==> src/include/trhp_cfg.svh <==
// Offsets, field positions, reset values and cycle counts of the reconfiguration host port.
`ifndef TRHP_CFG_SVH
`define TRHP_CFG_SVH

`define TRHP_ADDR_CTRL       8'h00
`define TRHP_ADDR_STATUS     8'h04
`define TRHP_ADDR_IRQ_STAT   8'h08
`define TRHP_ADDR_IRQ_MASK   8'h0c
`define TRHP_ADDR_IMG_LEN    8'h10

`define TRHP_CTRL_PMA        0
`define TRHP_CTRL_CONT       1
`define TRHP_CTRL_LAT_LSB    4
`define TRHP_CTRL_LAT_MSB    7
`define TRHP_CTRL_RESET      8'h10
`define TRHP_IMG_LEN_RESET   8'h08
`define TRHP_IRQ_MASK_RESET  3'h0

`define TRHP_IRQ_OCAL_DONE   0
`define TRHP_IRQ_XFER_DONE   1
`define TRHP_IRQ_ERROR       2

`define TRHP_RX_CHANNELS     4
`define TRHP_OCAL_CYC_PER_CH 16
`define TRHP_WORD_WR_CYC     8'h04
`define TRHP_PMA_CYC         8'h06
`define TRHP_ERR_CYC         8'h02
`define TRHP_REG_FETCH_LAT   8'h01

`endif

==> src/include/trhp_pkg.sv <==
// Types shared by the reconfiguration host port modules.
package trhp_pkg;

    typedef enum logic [2:0]
    {
        ST_PWRUP  = 3'b000,
        ST_OCAL   = 3'b001,
        ST_IDLE   = 3'b010,
        ST_FETCH  = 3'b011,
        ST_WRWORD = 3'b100,
        ST_PMA_WR = 3'b101,
        ST_PMA_RD = 3'b110,
        ST_ERR    = 3'b111
    } trhp_state_t;

    typedef logic [7:0]  trhp_byte_t;
    typedef logic [15:0] trhp_word_t;
    typedef logic [31:0] trhp_bus_t;

endpackage : trhp_pkg

==> src/core/trhp_wb_regs.sv <==
// Wishbone register file with sticky interrupt status for the reconfiguration host port.
`timescale 1ns/100ps
`include "trhp_cfg.svh"
module trhp_wb_regs
(
    input  wire logic                clk,
    input  wire logic                resetn,
    input  wire trhp_pkg::trhp_byte_t wbAdr,
    input  wire trhp_pkg::trhp_bus_t  wbDatW,
    output      trhp_pkg::trhp_bus_t  wbDatR,
    input  wire logic                wbWe,
    input  wire logic [3:0]          wbSel,
    input  wire logic                wbCyc,
    input  wire logic                wbStb,
    output      logic                wbAck,
    input  wire logic [2:0]          events,
    input  wire logic [3:0]          stateView,
    output      logic                ctrlPma,
    output      logic                ctrlCont,
    output      logic [3:0]          ctrlLat,
    output      trhp_pkg::trhp_byte_t imgLen,
    output      logic                irq
);
    import trhp_pkg::*;

    function automatic logic hit(input trhp_byte_t adr, input trhp_byte_t off);
        hit = (adr[7:2] == off[7:2]);
    endfunction : hit

    trhp_byte_t ctrl;
    logic [2:0] irqStat;
    logic [2:0] irqMask;
    trhp_bus_t  rdMux;

    wire access  = wbCyc & wbStb & ~wbAck;
    wire wrLow   = access & wbWe & wbSel[0];
    wire rdStat  = access & ~wbWe & hit(wbAdr, `TRHP_ADDR_IRQ_STAT);
    wire [2:0] next_irqStat = (irqStat & {3{~rdStat}}) | events;

    assign ctrlPma  = ctrl[`TRHP_CTRL_PMA];
    assign ctrlCont = ctrl[`TRHP_CTRL_CONT];
    assign ctrlLat  = ctrl[`TRHP_CTRL_LAT_MSB:`TRHP_CTRL_LAT_LSB];
    assign irq      = |(irqStat & irqMask);

    assign rdMux = hit(wbAdr, `TRHP_ADDR_CTRL)     ? {24'h000000, ctrl}         :
                   hit(wbAdr, `TRHP_ADDR_STATUS)   ? {28'h0000000, stateView}   :
                   hit(wbAdr, `TRHP_ADDR_IRQ_STAT) ? {29'h00000000, irqStat}    :
                   hit(wbAdr, `TRHP_ADDR_IRQ_MASK) ? {29'h00000000, irqMask}    :
                   hit(wbAdr, `TRHP_ADDR_IMG_LEN)  ? {24'h000000, imgLen}       :
                   32'h00000000;

    // A read of the interrupt status register clears it, but an event in the same cycle is kept.
    always_ff @(posedge clk or negedge resetn)
    begin
        if (!resetn)
        begin
            wbAck   <= 1'b0;
            wbDatR  <= 32'h00000000;
            ctrl    <= `TRHP_CTRL_RESET;
            imgLen  <= `TRHP_IMG_LEN_RESET;
            irqMask <= `TRHP_IRQ_MASK_RESET;
            irqStat <= 3'h0;
        end
        else
        begin
            wbAck   <= access;
            wbDatR  <= access ? rdMux : wbDatR;
            irqStat <= next_irqStat;
            if (wrLow && hit(wbAdr, `TRHP_ADDR_CTRL))
                ctrl <= wbDatW[7:0];
            if (wrLow && hit(wbAdr, `TRHP_ADDR_IMG_LEN))
                imgLen <= wbDatW[7:0];
            if (wrLow && hit(wbAdr, `TRHP_ADDR_IRQ_MASK))
                irqMask <= wbDatW[2:0];
        end
    end

endmodule : trhp_wb_regs

==> src/core/trhp_host_port.sv <==
// Fabric-facing control port of the transceiver reconfiguration controller.
`timescale 1ns/100ps
`include "trhp_cfg.svh"
module trhp_host_port
(
    input  wire logic                 clk,
    input  wire logic                 resetn,
    input  wire trhp_pkg::trhp_byte_t wbAdr,
    input  wire trhp_pkg::trhp_bus_t  wbDatW,
    output      trhp_pkg::trhp_bus_t  wbDatR,
    input  wire logic                 wbWe,
    input  wire logic [3:0]           wbSel,
    input  wire logic                 wbCyc,
    input  wire logic                 wbStb,
    output      logic                 wbAck,
    output      logic                 irq,
    input  wire logic                 writeAll,
    input  wire logic                 readStrobe,
    input  wire trhp_pkg::trhp_word_t pmaWriteValue,
    output      logic                 busy,
    output      logic                 dataValid,
    output      logic                 error,
    output      trhp_pkg::trhp_word_t pmaReadValue,
    output      trhp_pkg::trhp_byte_t imgAddr,
    input  wire trhp_pkg::trhp_word_t imgData,
    output      trhp_pkg::trhp_word_t gxbData,
    output      trhp_pkg::trhp_byte_t gxbAddr,
    output      logic                 gxbWrite
);
    import trhp_pkg::*;

    localparam trhp_byte_t OCAL_TOTAL =
        8'(`TRHP_RX_CHANNELS * `TRHP_OCAL_CYC_PER_CH);

    // A latency of zero cannot fetch anything, so it is treated as one cycle.
    function automatic trhp_byte_t fetchWait(input logic cont, input logic [3:0] lat);
        if (!cont)
            fetchWait = `TRHP_REG_FETCH_LAT - 8'h01;
        else if (lat == 4'h0)
            fetchWait = 8'h00;
        else
            fetchWait = {4'h0, lat} - 8'h01;
    endfunction : fetchWait

    trhp_state_t state;
    trhp_state_t next_state;
    trhp_byte_t  cnt;
    trhp_byte_t  next_cnt;
    trhp_byte_t  wordIdx;
    trhp_byte_t  next_wordIdx;
    trhp_byte_t  next_imgAddr;
    trhp_word_t  pmaPending;
    trhp_word_t  next_pmaPending;
    trhp_word_t  pmaStore;
    trhp_word_t  next_pmaStore;
    logic        next_gxbWrite;
    logic        next_dataValid;
    logic        evOcal;
    logic        evXfer;
    logic        ctrlPma;
    logic        ctrlCont;
    logic [3:0]  ctrlLat;
    trhp_byte_t  imgLen;

    wire cntDone    = (cnt == 8'h00);
    wire anyStrobe  = writeAll | readStrobe;
    wire lastWord   = (imgAddr == imgLen - 8'h01);
    wire inTransfer = (state == ST_FETCH) || (state == ST_WRWORD) ||
                      (state == ST_PMA_WR) || (state == ST_PMA_RD);
    // Strobes during power-up or offset cancellation are ignored rather than flagged,
    // so that a careless fabric cannot abort the calibration.
    wire unsupported = (inTransfer && anyStrobe) ||
                       (state == ST_IDLE && writeAll && readStrobe) ||
                       (state == ST_IDLE && readStrobe && !ctrlPma);

    assign busy  = (state == ST_OCAL) || inTransfer;
    assign error = (state == ST_ERR);

    trhp_wb_regs u_regs
    (
        .clk       (clk),
        .resetn    (resetn),
        .wbAdr     (wbAdr),
        .wbDatW    (wbDatW),
        .wbDatR    (wbDatR),
        .wbWe      (wbWe),
        .wbSel     (wbSel),
        .wbCyc     (wbCyc),
        .wbStb     (wbStb),
        .wbAck     (wbAck),
        .events    ({error, evXfer, evOcal}),
        .stateView ({busy, state}),
        .ctrlPma   (ctrlPma),
        .ctrlCont  (ctrlCont),
        .ctrlLat   (ctrlLat),
        .imgLen    (imgLen),
        .irq       (irq)
    );

    always_comb
    begin
        next_state      = state;
        next_cnt        = cntDone ? 8'h00 : cnt - 8'h01;
        next_wordIdx    = wordIdx;
        next_imgAddr    = imgAddr;
        next_pmaPending = pmaPending;
        next_pmaStore   = pmaStore;
        next_gxbWrite   = 1'b0;
        next_dataValid  = 1'b0;
        evOcal          = 1'b0;
        evXfer          = 1'b0;
        if (unsupported)
        begin
            next_state = ST_ERR;
            next_cnt   = `TRHP_ERR_CYC - 8'h01;
        end
        else
        begin
            case (state)
                ST_PWRUP:
                begin
                    next_state = ST_OCAL;
                    next_cnt   = OCAL_TOTAL - 8'h01;
                end
                ST_OCAL:
                begin
                    if (cntDone)
                    begin
                        next_state = ST_IDLE;
                        evOcal     = 1'b1;
                    end
                end
                ST_IDLE:
                begin
                    if (writeAll && ctrlPma)
                    begin
                        next_state      = ST_PMA_WR;
                        next_cnt        = `TRHP_PMA_CYC - 8'h01;
                        next_pmaPending = pmaWriteValue;
                    end
                    else if (writeAll)
                    begin
                        next_state   = ST_FETCH;
                        next_cnt     = fetchWait(ctrlCont, ctrlLat);
                        next_imgAddr = ctrlCont ? 8'h00 : wordIdx;
                    end
                    else if (readStrobe)
                    begin
                        next_state = ST_PMA_RD;
                        next_cnt   = `TRHP_PMA_CYC - 8'h01;
                    end
                end
                ST_FETCH:
                begin
                    if (cntDone)
                    begin
                        next_state    = ST_WRWORD;
                        next_cnt      = `TRHP_WORD_WR_CYC - 8'h01;
                        next_gxbWrite = 1'b1;
                    end
                end
                ST_WRWORD:
                begin
                    if (cntDone && ctrlCont && !lastWord)
                    begin
                        next_state   = ST_FETCH;
                        next_cnt     = fetchWait(1'b1, ctrlLat);
                        next_imgAddr = imgAddr + 8'h01;
                    end
                    else if (cntDone)
                    begin
                        next_state   = ST_IDLE;
                        evXfer       = 1'b1;
                        next_wordIdx = (ctrlCont || lastWord) ? 8'h00 : imgAddr + 8'h01;
                    end
                end
                ST_PMA_WR:
                begin
                    if (cntDone)
                    begin
                        next_state    = ST_IDLE;
                        next_pmaStore = pmaPending;
                        evXfer        = 1'b1;
                    end
                end
                ST_PMA_RD:
                begin
                    if (cntDone)
                    begin
                        next_state     = ST_IDLE;
                        next_dataValid = 1'b1;
                        evXfer         = 1'b1;
                    end
                end
                ST_ERR:
                begin
                    if (cntDone)
                        next_state = ST_IDLE;
                end
                default:
                begin
                    next_state = ST_IDLE;
                end
            endcase
        end
    end

    always_ff @(posedge clk or negedge resetn)
    begin
        if (!resetn)
        begin
            state        <= ST_PWRUP;
            cnt          <= 8'h00;
            wordIdx      <= 8'h00;
            imgAddr      <= 8'h00;
            pmaPending   <= 16'h0000;
            pmaStore     <= 16'h0000;
            pmaReadValue <= 16'h0000;
            gxbData      <= 16'h0000;
            gxbAddr      <= 8'h00;
            gxbWrite     <= 1'b0;
            dataValid    <= 1'b0;
        end
        else
        begin
            state        <= next_state;
            cnt          <= next_cnt;
            wordIdx      <= next_wordIdx;
            imgAddr      <= next_imgAddr;
            pmaPending   <= next_pmaPending;
            pmaStore     <= next_pmaStore;
            pmaReadValue <= next_dataValid ? pmaStore : pmaReadValue;
            gxbData      <= next_gxbWrite ? imgData : gxbData;
            gxbAddr      <= next_gxbWrite ? imgAddr : gxbAddr;
            gxbWrite     <= next_gxbWrite;
            dataValid    <= next_dataValid;
        end
    end

    // Helper counters that only the checks below read.
    trhp_byte_t ocalRun;
    trhp_byte_t fetchRun;

    always_ff @(posedge clk or negedge resetn)
    begin
        if (!resetn)
        begin
            ocalRun  <= 8'h00;
            fetchRun <= 8'h00;
        end
        else
        begin
            ocalRun  <= (state == ST_OCAL) ? ocalRun + 8'h01 : 8'h00;
            fetchRun <= (state == ST_FETCH && next_state == ST_FETCH) ? fetchRun + 8'h01 : 8'h00;
        end
    end
endmodule : trhp_host_port

==> config.mk <==
export PLATFORM = sky130hd
export DESIGN_NAME = trhp_host_port
export DESIGN_NICKNAME = d
export VERILOG_FILES = /design/src/include/trhp_pkg.sv /design/src/core/trhp_wb_regs.sv /design/src/core/trhp_host_port.sv
export VERILOG_INCLUDE_DIRS = /design/src /design/src/include
export SDC_FILE = /design/constraint.sdc
export NUM_CORES = 1
export LEC_CHECK = 0
export BUFFER_PORTS_ARGS = -buffer_cell sky130_fd_sc_hd__buf_2
export CAP_MARGIN = 10
export CORE_MARGIN = 2
export CORE_UTILIZATION = 35
export CTS_CLUSTER_DIAMETER = 120
export DETAILED_ROUTE_END_ITERATION = 10
export GPL_TIMING_DRIVEN = 0
export SLEW_MARGIN = 20
export SYNTH_ARGS = -nofsm -noshare
export SYNTH_HDL_FRONTEND = slang
export SYNTH_SLANG_ARGS = --single-unit
==> constraint.sdc <==
create_clock -name clk -period 2.68 [get_ports clk]
set_clock_uncertainty 0.15 [all_clocks]
set_input_delay 0.536 -clock clk [delete_from_list [all_inputs] [get_ports clk]]
set_output_delay 0.536 -clock clk [all_outputs]
set_load 0.01 [all_outputs]
# Word-level counts from Yosys, hierarchy flattened
# Index checks and enable logic that the tools add are counted.
[word_totals]
inputBits = 83
register_bits = 156
wordCells = 125
output_inout_bits = 86
[classes]
n_eq_ne = 17
mux = 39
n_bitwise = 15
addsub = 4
n_reduce_logical = 33
[ops]
columns = ["operator", "n"]
rows = [
  ["32-bit 2-to-1 mux", 4],
  ["8-bit 2-to-1 mux", 15],
  ["8-bit case mux with 4 select lines", 1],
  ["3-bit 2-to-1 mux", 7],
  ["8-bit case mux with 2 select lines", 1],
  ["8-bit by 1-bit subtractor with 8-bit output (second input constant)", 2],
  ["3-bit case mux with 5 select lines", 1],
  ["3-bit == test (second input constant)", 4],
  ["6-bit by 2-bit == test with 1-bit output (second input constant)", 2],
  ["1-bit logical AND", 11],
  ["1-bit 2-to-1 mux", 9],
  ["8-bit by 1-bit adder with 8-bit output (second input constant)", 1],
  ["8-bit == test", 1],
  ["8-bit zero test", 1],
  ["1-bit logical OR", 7],
  ["1-bit bitwise AND", 6],
  ["3-bit bitwise AND", 2],
  ["3-bit by 2-bit == test with 1-bit output (second input constant)", 2],
  ["6-bit by 1-bit == test with 1-bit output (second input constant)", 1],
  ["6-bit by 3-bit == test with 1-bit output (second input constant)", 1],
  ["6-bit zero test", 1],
  ["3-bit AND reduction", 2],
  ["5-bit by 4-bit != test with 1-bit output (second input constant)", 1],
  ["1-bit inverter", 5],
  ["18 further kinds", 20],
]

# Depth between registers and ports, before layout
# Gate-level depths: netlist (run 1).
[logic_depth]
depth_word = 9
mapped_depth = 11
depth_no_buf = 9

# Modules after synthesis
# Synthesis (run 1) repeated with hierarchy kept, for this count alone.
[hier_totals]
cells_unflattened = 655
hier_area_um2 = 6637.6
[by_module_without_submodules]
columns = ["module", "area_per_inst_um2", "cells_per_inst", "n_inst", "seq_area_each_um2"]
rows = [
  ["trhp_host_port", 4902.2, 503, 1, 2527.4],
  ["trhp_wb_regs", 1735.4, 152, 1, 778.2],
]

# Worst setup path before layout (run 1)
# OpenSTA, ideal clock, no wires.
[synth_path]
path_type = "input port to flip-flop"
from = "input writeAll"
to = "register pmaStore[10]"
path_buffers = 2
path_slack_ns = 0.078
setup_time_ns = 0.125
t_required_ns = 2.405
stages = 8
arrival_time_ns = 2.327
path_cell_list = "buf_2 -> nand2b_1 -> a21oi_1 -> nor2_1 -> o21a_2 -> nor4b_4 -> buf_4 -> mux2_2"
[synth_via]
elab_chain_len = 6
word_cells_on_any_way = 8
classes_between = "2 x bitwise; 6 x reduce/logical"
[synth_lines]
columns = ["item", "line_no", "text"]
rows = [
  ["from (decl)", "trhp_host_port.sv:17", "input wire logic writeAll,"],
  ["1-bit OR / 1-bit logical AND (equally long branches)", "trhp_host_port.sv:66, trhp_host_port.sv:73", ""],
  ["1-bit logical AND, on equally long branches", "trhp_host_port.sv:72, trhp_host_port.sv:73", ""],
  ["1-bit logical OR (*)", "trhp_host_port.sv:72", "wire unsupported = (inTransfer && anyStrobe) ||"],
  ["1-bit logical OR (*)", "trhp_host_port.sv:73", "(state == ST_IDLE && writeAll && readStrobe) ||"],
  ["1-bit inverter (no source line) (*)", "--", ""],
  ["3-bit AND reduction (no source line) (*)", "--", ""],
  ["to (signal assigned)", "trhp_host_port.sv:231", "pmaStore <= next_pmaStore;"],
  ["to (decl)", "trhp_host_port.sv:54", "trhp_word_t pmaStore;"],
]
# Mark *: on every way between the ends. The rest lies on a longest branch, timed or not.
# A chain may end at the register's enable or synchronous reset.

# Final worst setup path (run 1)
[layout_path]
from = "register u_regs.imgLen[1]"
to = "register wordIdx[1]"
[layout_via]
elab_chain_len = 6
word_cells_on_any_way = 8
classes_between = "1 x add/sub; 1 x eq/ne; 1 x mux; 1 x bitwise; 4 x reduce/logical"
[layout_lines]
columns = ["item", "line_no", "text"]
rows = [
  ["from (decl)", "trhp_wb_regs.sv:21", "output trhp_pkg::trhp_byte_t imgLen,"],
  ["from (signal assigned)", "trhp_wb_regs.sv:60", "imgLen <= `TRHP_IMG_LEN_RESET;"],
  ["from (signal assigned)", "trhp_wb_regs.sv:72", "imgLen <= wbDatW[7:0];"],
  ["8-bit by 1-bit subtractor with 8-bit output (*)", "trhp_host_port.sv:67", "wire lastWord = (imgAddr == imgLen - 8'h01);"],
  ["8-bit == test (*)", "trhp_host_port.sv:67", ""],
  ["1-bit zero test", "trhp_host_port.sv:164", "if (cntDone && ctrlCont && !lastWord)"],
  ["1-bit logical AND", "trhp_host_port.sv:164", ""],
  ["1-bit inverter (no source line)", "--", ""],
  ["4-bit AND reduction (no source line)", "--", ""],
  ["to (signal assigned)", "trhp_host_port.sv:228", "wordIdx <= next_wordIdx;"],
  ["to (decl)", "trhp_host_port.sv:49", "trhp_byte_t wordIdx;"],
]
# Marks and branches as above.

==> results of run 1 <==
## cells in the final DEF (no fill, tap or decap), types with 5 or more instances in the layout
| cell | instances |
|---|---|
| nor3_1 | 13 |
| a21oi_1 | 15 |
| nand2b_1 | 6 |
| nand2_1 | 39 |
| mux2_2 | 99 |
| buf_2 | 123 |
| nand3_1 | 12 |
| clkbuf_1 | 7 |
| o21ai_0 | 27 |
| conb_1 | 24 |
| a221oi_1 | 11 |
| dfrtp_1 | 129 |
| xnor2_1 | 11 |
| nor2_1 | 40 |
| buf_4 | 38 |
| nand4_1 | 5 |
| a21o_1 | 5 |
| inv_1 | 10 |
| buf_6 | 5 |
| xor2_1 | 10 |
| and3_1 | 5 |
| clkbuf_16 | 17 |
## final timing paths
check	startpoint	endpoint	slack, ns
min reg2reg	pmaReadValue[15]$_DFFE_PN0P_	pmaReadValue[15]$_DFFE_PN0P_	0.35
max in group asynchronous	resetn	pmaStore[8]$_DFFE_PN0P_	1.19
max	u_regs.imgLen[1]$_DFFE_PN0P_	wordIdx[1]$_DFFE_PN0P_	0.02
min in group asynchronous	resetn	imgAddr[4]$_DFFE_PN0P_	0.49
max reg2reg	u_regs.imgLen[1]$_DFFE_PN0P_	wordIdx[1]$_DFFE_PN0P_	0.02
min	pmaWriteValue[14]	pmaPending[14]$_DFFE_PN0P_	0.19
## flip-flops by register name, indices dropped and copies added, names as in the netlist
| signal | flops |
|---|---|
| gxbAddr | 8 |
| u_regs.ctrl | 8 |
| u_regs.irqMask | 3 |
| pmaReadValue | 16 |
| u_regs.wbAck | 1 |
| pmaStore | 16 |
| imgAddr | 8 |
| u_regs.irqStat | 3 |
| u_regs.wbDatR | 8 |
| dataValid | 1 |
| pmaPending | 16 |
| gxbData | 16 |
| state | 3 |
| cnt | 8 |
| gxbWrite | 1 |
| u_regs.imgLen | 8 |
| wordIdx | 8 |
## area by class of cell
cell class | instances | area, sq um | share of cell area
Multi-Input combinational cell | 396 | 2990 | 0.359
Timing Repair Buffer | 131 | 763 | 0.0914
Clock buffer | 17 | 425 | 0.0509
Sequential cell | 132 | 3310 | 0.396
Tap cell | 229 | 287 | 0.0343
Buffer | 54 | 352 | 0.0421
Clock inverter | 15 | 174 | 0.0208
Inverter | 13 | 48.8 | 0.00584
## per-layer routing
metal / global-route usage / share of wire
met4: 0.0626 / 0.019
met5: 0 / 0.00085
met1: 0.223 / 0.46
met3: 0.0403 / 0.065
met2: 0.241 / 0.45
## report_power, final
group / switching, W / internal, W / total [W]
combinational: 0.00119 / 0.000866 / 0.00206
clock: 0.000945 / 0.00139 / 0.00234
sequential: 0.000216 / 0.00229 / 0.00251
## cells by family (layout without fill, tap and decap cells)
logic type / after synthesis / count (layout) / share of synthesized area
adder cells (fa/ha/maj): 3 / 3 / 0.00575
AO/OA/AOI/OAI: 91 / 91 / 0.101
AND/OR/NAND/NOR: 156 / 156 / 0.125
other: 1 / 24 / 0.000575
buffers and inverters: 67 / 230 / 0.0589
XOR/XNOR: 22 / 22 / 0.0295
flip-flops: 132 / 132 / 0.507
multiplexers: 100 / 100 / 0.172
## critical path, cell delays in order, from the launching register on
cell and delay, ns:
dfrtp_1 0.40, inv_1 0.10, ha_4 0.27, xor2_1 0.13, nand3_1 0.12, a2111oi_4 0.43
and2_4 0.22, buf_6 0.11, o2111ai_4 0.13, buf_12 0.22, mux2_2 0.27
## metrics by stage
step	std cells	hold slack (ns)	instance area, sq um	util	setup slack (ns)
final	987	0.192	8350	0.460	0.0231
after global routing	987	0.180	8350	0.460	-0.0937
after CTS	980	0.177	8210	0.452	0.0157
after detailed placement	939	0.335	7510	0.414	-0.316
after global placement	938	0.334	7470	0.412	-0.951
after floorplan	595	0.0904	6610	-	0.0784
## what timing repair did
item                                    CTS  global route
endpoints found under the setup margin   50            49
pin swaps                                 6             6
buffers inserted                          8             7
hold buffers                              1             0
gates resized for setup                   4            22
hold endpoints to repair                 63             0
==> flow_metrics.env, run 1 <==
export IMPL_critPathRequiredTime_ns=2.83
export IMPL_tns_ns=0
export IMPL_grt_pass1_vias=4796
export IMPL_cts_made_buffers=17
export IMPL_synth_largest_area_cell="dfrtp_1"
export IMPL_async_flop_share=1.00
export IMPL_outcome="completed"
export IMPL_power_leakage_nw=4.07
export IMPL_setup_viol=0
export IMPL_port_buffers=114
export IMPL_ant_nets=0
export IMPL_cp_max_fo=8
export IMPL_syn_area_sq_mm=0.00653
export IMPL_drive_gt1_frac=0.442
export IMPL_path_class="flip-flop to flip-flop"
export IMPL_synth_seq_area_share=0.507
export IMPL_maxSlewHeadroom=0.399
export IMPL_critical_path_arrival_ns=2.81
export IMPL_coreArea_sq_mm=0.0181
export IMPL_vias_per_cell=5.02
export IMPL_wl_microns=15400
export IMPL_start_kind="flip-flop"
export IMPL_synth_top_flop_cell="dfrtp_1"
export IMPL_ios=169
export IMPL_ir_drop_v=0.000494
export IMPL_cp_end_kind="flip-flop"
export IMPL_grt_antenna_before_repair=1
export IMPL_ctsLongestPathBuffers=2
export IMPL_synth_top_area_frac=0.499
export IMPL_die_x_microns=141
export IMPL_drt_iter0_markers=205
export IMPL_tightest_slew_ns=0.892
export IMPL_cts_tree="built"
export IMPL_fillers=1710
export IMPL_ys_seq_elements=132
export IMPL_grt_overflow_total=0
export IMPL_cts_sinks=132
export IMPL_dr_pass1_iters=4
export IMPL_clock_latency_ns=0.42
export IMPL_yosysWarnings=0
export IMPL_max_freq_ghz=0.376
export IMPL_cap_violations=0
export IMPL_synth_top_cells_by_area="dfrtp_1, mux2_2, buf_4, nor2_1, nand2_1"
export IMPL_vias=4956
export IMPL_grt_max_degree=68
export IMPL_fin_nets=831
export IMPL_htree_levels=4
export IMPL_dp_hpwl_microns=10800
export IMPL_synth_common_cells="dfrtp_1, mux2_2, nor2_1"
export IMPL_n_antenna_cell=0
export IMPL_total_power_w=0.00690
export IMPL_wl_per_cell_microns=15.6
export IMPL_drcViolationCount=0
export IMPL_reg2reg_depth=10
export IMPL_fp_dieH_microns=141
export IMPL_grt_usage=0.160
export IMPL_row_count=49
export IMPL_start_util=0.360
export IMPL_path_clk_slew_ns=0.06
export IMPL_cts_root_buf="clkbuf_16"
export IMPL_yosysMostFrequentCell="dfrtp_1"
export IMPL_globalplace_congestion=0.867
export IMPL_pwr_density_cell_mw_per_mm2=826
export IMPL_grt_pass1_wl_microns=25000
export IMPL_min_path_cells=2
export IMPL_syn_inst=572
export IMPL_hold_violations=0
export IMPL_area_growth_pct=28.0
export IMPL_finalCriticalPeriod_ns=2.66
export IMPL_maxSlewViolCount=0
export IMPL_synth_edf_count=0
export IMPL_holdCritPathClass="input pin to flip-flop"
export IMPL_rsz0062_at_grt="yes"
export IMPL_die_area_sq_mm=0.0198
export IMPL_ys_types=63
export IMPL_final_period_utilization=0.991
export IMPL_syn_area_per_cell_sq_um=11.4
(Power assumes the default switching activity.)
==> inputs of run 2 (changes only) <==
--- a/config.mk
+++ b/config.mk
@@ -8,11 +8,13 @@
 export LEC_CHECK = 0
 export BUFFER_PORTS_ARGS = -buffer_cell sky130_fd_sc_hd__buf_2
 export CAP_MARGIN = 10
+export CORE_ASPECT_RATIO = 1.5
 export CORE_MARGIN = 2
-export CORE_UTILIZATION = 35
+export CORE_UTILIZATION = 48
 export CTS_CLUSTER_DIAMETER = 120
 export DETAILED_ROUTE_END_ITERATION = 10
 export GPL_TIMING_DRIVEN = 0
+export PLACE_DENSITY = 0.76
 export SLEW_MARGIN = 20
 export SYNTH_ARGS = -nofsm -noshare
 export SYNTH_HDL_FRONTEND = slang
==> run 2 against run 1 <==
- utilization up 15 points
- clock-buffer cell count up 2
- non-clock buffer count down 3
- global-route usage up 6.6 points
- routed wire length up 6.3%
- power down 1.0%
- sequential cell count unchanged
- cell count down 7.1%
- register-to-register slack about the same
- design area down 1.8%
- critical endpoint is now wordIdx[7]$_DFFE_PN0P_
==> flow_metrics.env, run 2 (same netlist as run 1, synthesis figures left out) <==
export IMPL_n_antenna_cell=0
export IMPL_ios=169
export IMPL_fillers=1091
export IMPL_ctsLongestPathBuffers=2
export IMPL_start_util=0.487
export IMPL_grt_overflow_total=0
export IMPL_htree_levels=4
export IMPL_maxSlewViolCount=0
export IMPL_place_inst=872
export IMPL_fin_util=0.612
export IMPL_crit_chain="inv_2, ha_4, xnor2_1, and4b_1, a41oi_2, nand2_2, and2_4, buf_6, o2111ai_4, buf_12, mux2_2"
export IMPL_holdCritPathClass="input pin to flip-flop"
export IMPL_grt_pass1_vias=5221
export IMPL_cts_root_buf="clkbuf_16"
export IMPL_drive_gt1_frac=0.444
export IMPL_drcViolationCount=0
export IMPL_cp_top_family="simple AND/OR/NAND/NOR gates"
export IMPL_pwr_share_seq=0.368
export IMPL_die_x_microns=99.2
export IMPL_dp_hpwl_microns=11600
export IMPL_grt_max_degree=83
export IMPL_dr_pass1_iters=5
export IMPL_port_buffers=114
export IMPL_clock_latency_ns=0.41
export IMPL_tightest_slew_ns=0.876
export IMPL_vias_per_cell=5.57
export IMPL_layout_commonest_cell="dfrtp_1"
export IMPL_power_frac_clock=0.327
export IMPL_rrSetupSlack_ns=0.02
export IMPL_outcome="completed"
export IMPL_layout_common_cells="dfrtp_1, buf_2, mux2_2"
export IMPL_pwr_share_comb=0.304
export IMPL_critPathRequiredTime_ns=2.82
export IMPL_drt_iter0_markers=246
export IMPL_path_clk_slew_ns=0.06
export IMPL_fin_nets=828
export IMPL_wl_per_cell_microns=17.8
export IMPL_start_kind="flip-flop"
export IMPL_hold_violations=0
export IMPL_maxSlewHeadroom=0.411
export IMPL_final_period_utilization=0.993
export IMPL_grt_usage=0.226
export IMPL_max_freq_ghz=0.376
export IMPL_tns_ns=0
export IMPL_cts_made_buffers=17
export IMPL_critPathMaxStageDelay_ns=0.44
export IMPL_fp_dieH_microns=147
export IMPL_grt_antenna_before_repair=0
export IMPL_slowest_stage="dfrtp_1"
export IMPL_switchingPower_w=0.00236
export IMPL_die_area_sq_mm=0.0146
export IMPL_cts_sinks=132
export IMPL_coreArea_sq_mm=0.0134
export IMPL_wl_microns=16300
export IMPL_crit_buf_inv=3
export IMPL_pwr_density_cell_mw_per_mm2=833
export IMPL_vias=5111
export IMPL_power_leakage_nw=4.04
export IMPL_grt_pass1_wl_microns=26200
export IMPL_seq_area_sq_mm=0.00331
export IMPL_dp_slack_ns=-0.317
export IMPL_row_count=52
export IMPL_ant_nets=0
export IMPL_timing_final_ws_setup_ns=0.0177
export IMPL_cp_end_kind="flip-flop"
export IMPL_cp_max_fo=8
export IMPL_multiInputGateArea_sq_mm=0.00301
export IMPL_whs_ns=0.201
export IMPL_area_growth_pct=25.7
export IMPL_cap_violations=0
export IMPL_swShare=0.346
export IMPL_instances_no_fill=917
export IMPL_path_class="flip-flop to flip-flop"
export IMPL_setup_viol=0
export IMPL_rsz0062_at_grt="yes"
export IMPL_ir_drop_v=0.000522
export IMPL_globalplace_congestion=0.904
export IMPL_finalCriticalPeriod_ns=2.66
export IMPL_critical_path_arrival_ns=2.80
export IMPL_intPower_w=0.00447
export IMPL_cts_tree="built"
run 2: cell types whose count changed in the layout (fill, tap and decap cells not counted), moves of 3 or more:
cell | before | now
inv_6 | 3 | 7
clkbuf_1 | 7 | 10
clkinv_4 | 4 | 1
nor2_2 | 2 | 5
run 2: stage by stage:
step / area [sq um] / total power, W
floorplan: 6610 / 0.00384
global placement: 7380 / 0.00447
detailed placement: 7420 / 0.00453
CTS: 8090 / 0.00681
global route: 8200 / 0.00718
finish: 8200 / 0.00683
run 2: worst paths after layout:
path / startpoint / end / depth (start not counted)
worst max-delay path: u_regs.imgLen[1]$_DFFE_PN0P_ / wordIdx[7]$_DFFE_PN0P_ / 11
min in group asynchronous: resetn / dataValid$_DFF_PN0_ / 2
max in group asynchronous: resetn / u_regs.imgLen[0]$_DFFE_PN0P_ / 3
worst min-delay path: pmaWriteValue[10] / pmaPending[10]$_DFFE_PN0P_ / 2
worst max register to register: u_regs.imgLen[1]$_DFFE_PN0P_ / wordIdx[7]$_DFFE_PN0P_ / 11
worst min register to register: u_regs.wbDatR[1]$_DFFE_PN0P_ / u_regs.wbDatR[1]$_DFFE_PN0P_ / 2
run 2: power by group through the flow:
stage / combinational, W / sequential (W) / clock [W]
floorplan: 0.00124 / 0.00260 / 0
global placement: 0.00194 / 0.00253 / 0
detailed placement: 0.00199 / 0.00255 / 0
CTS: 0.00203 / 0.00251 / 0.00227
global route: 0.00224 / 0.00256 / 0.00238
finish: 0.00208 / 0.00252 / 0.00224
run 2: layer usage:
| layer | vias up | routed length (microns) | part of all wire | GRT usage |
|---|---|---|---|---|
| met1 | 2523 | 6280 | 0.38 | 0.271 |
| li1 | 2348 | - | - | - |
| met5 | - | 0 | 0 | 0 |
| met2 | 204 | 8740 | 0.53 | 0.390 |
| met3 | 36 | 844 | 0.052 | 0.0433 |
| met4 | 0 | 474 | 0.029 | 0.103 |
run 2: repair_timing:
item                                    in CTS  in global routing
hold buffers                                 1                  0
pin swaps                                    6                  2
endpoints found under the hold margin       50                  0
gates resized for setup                      5                 21
setup buffers                                8                  5
endpoints found under the setup margin      57                 42
gates cloned                                 0                  0
run 2: final cells by class:
class | count | share of cell area
multi-input combinational | 396 | 0.367
sequential | 132 | 0.403
clock buffer | 19 | 0.0528
clock inverter | 13 | 0.0168
buffer | 53 | 0.0413
inverter | 13 | 0.00595
timing repair buffer | 129 | 0.0888
tap | 162 | 0.0247
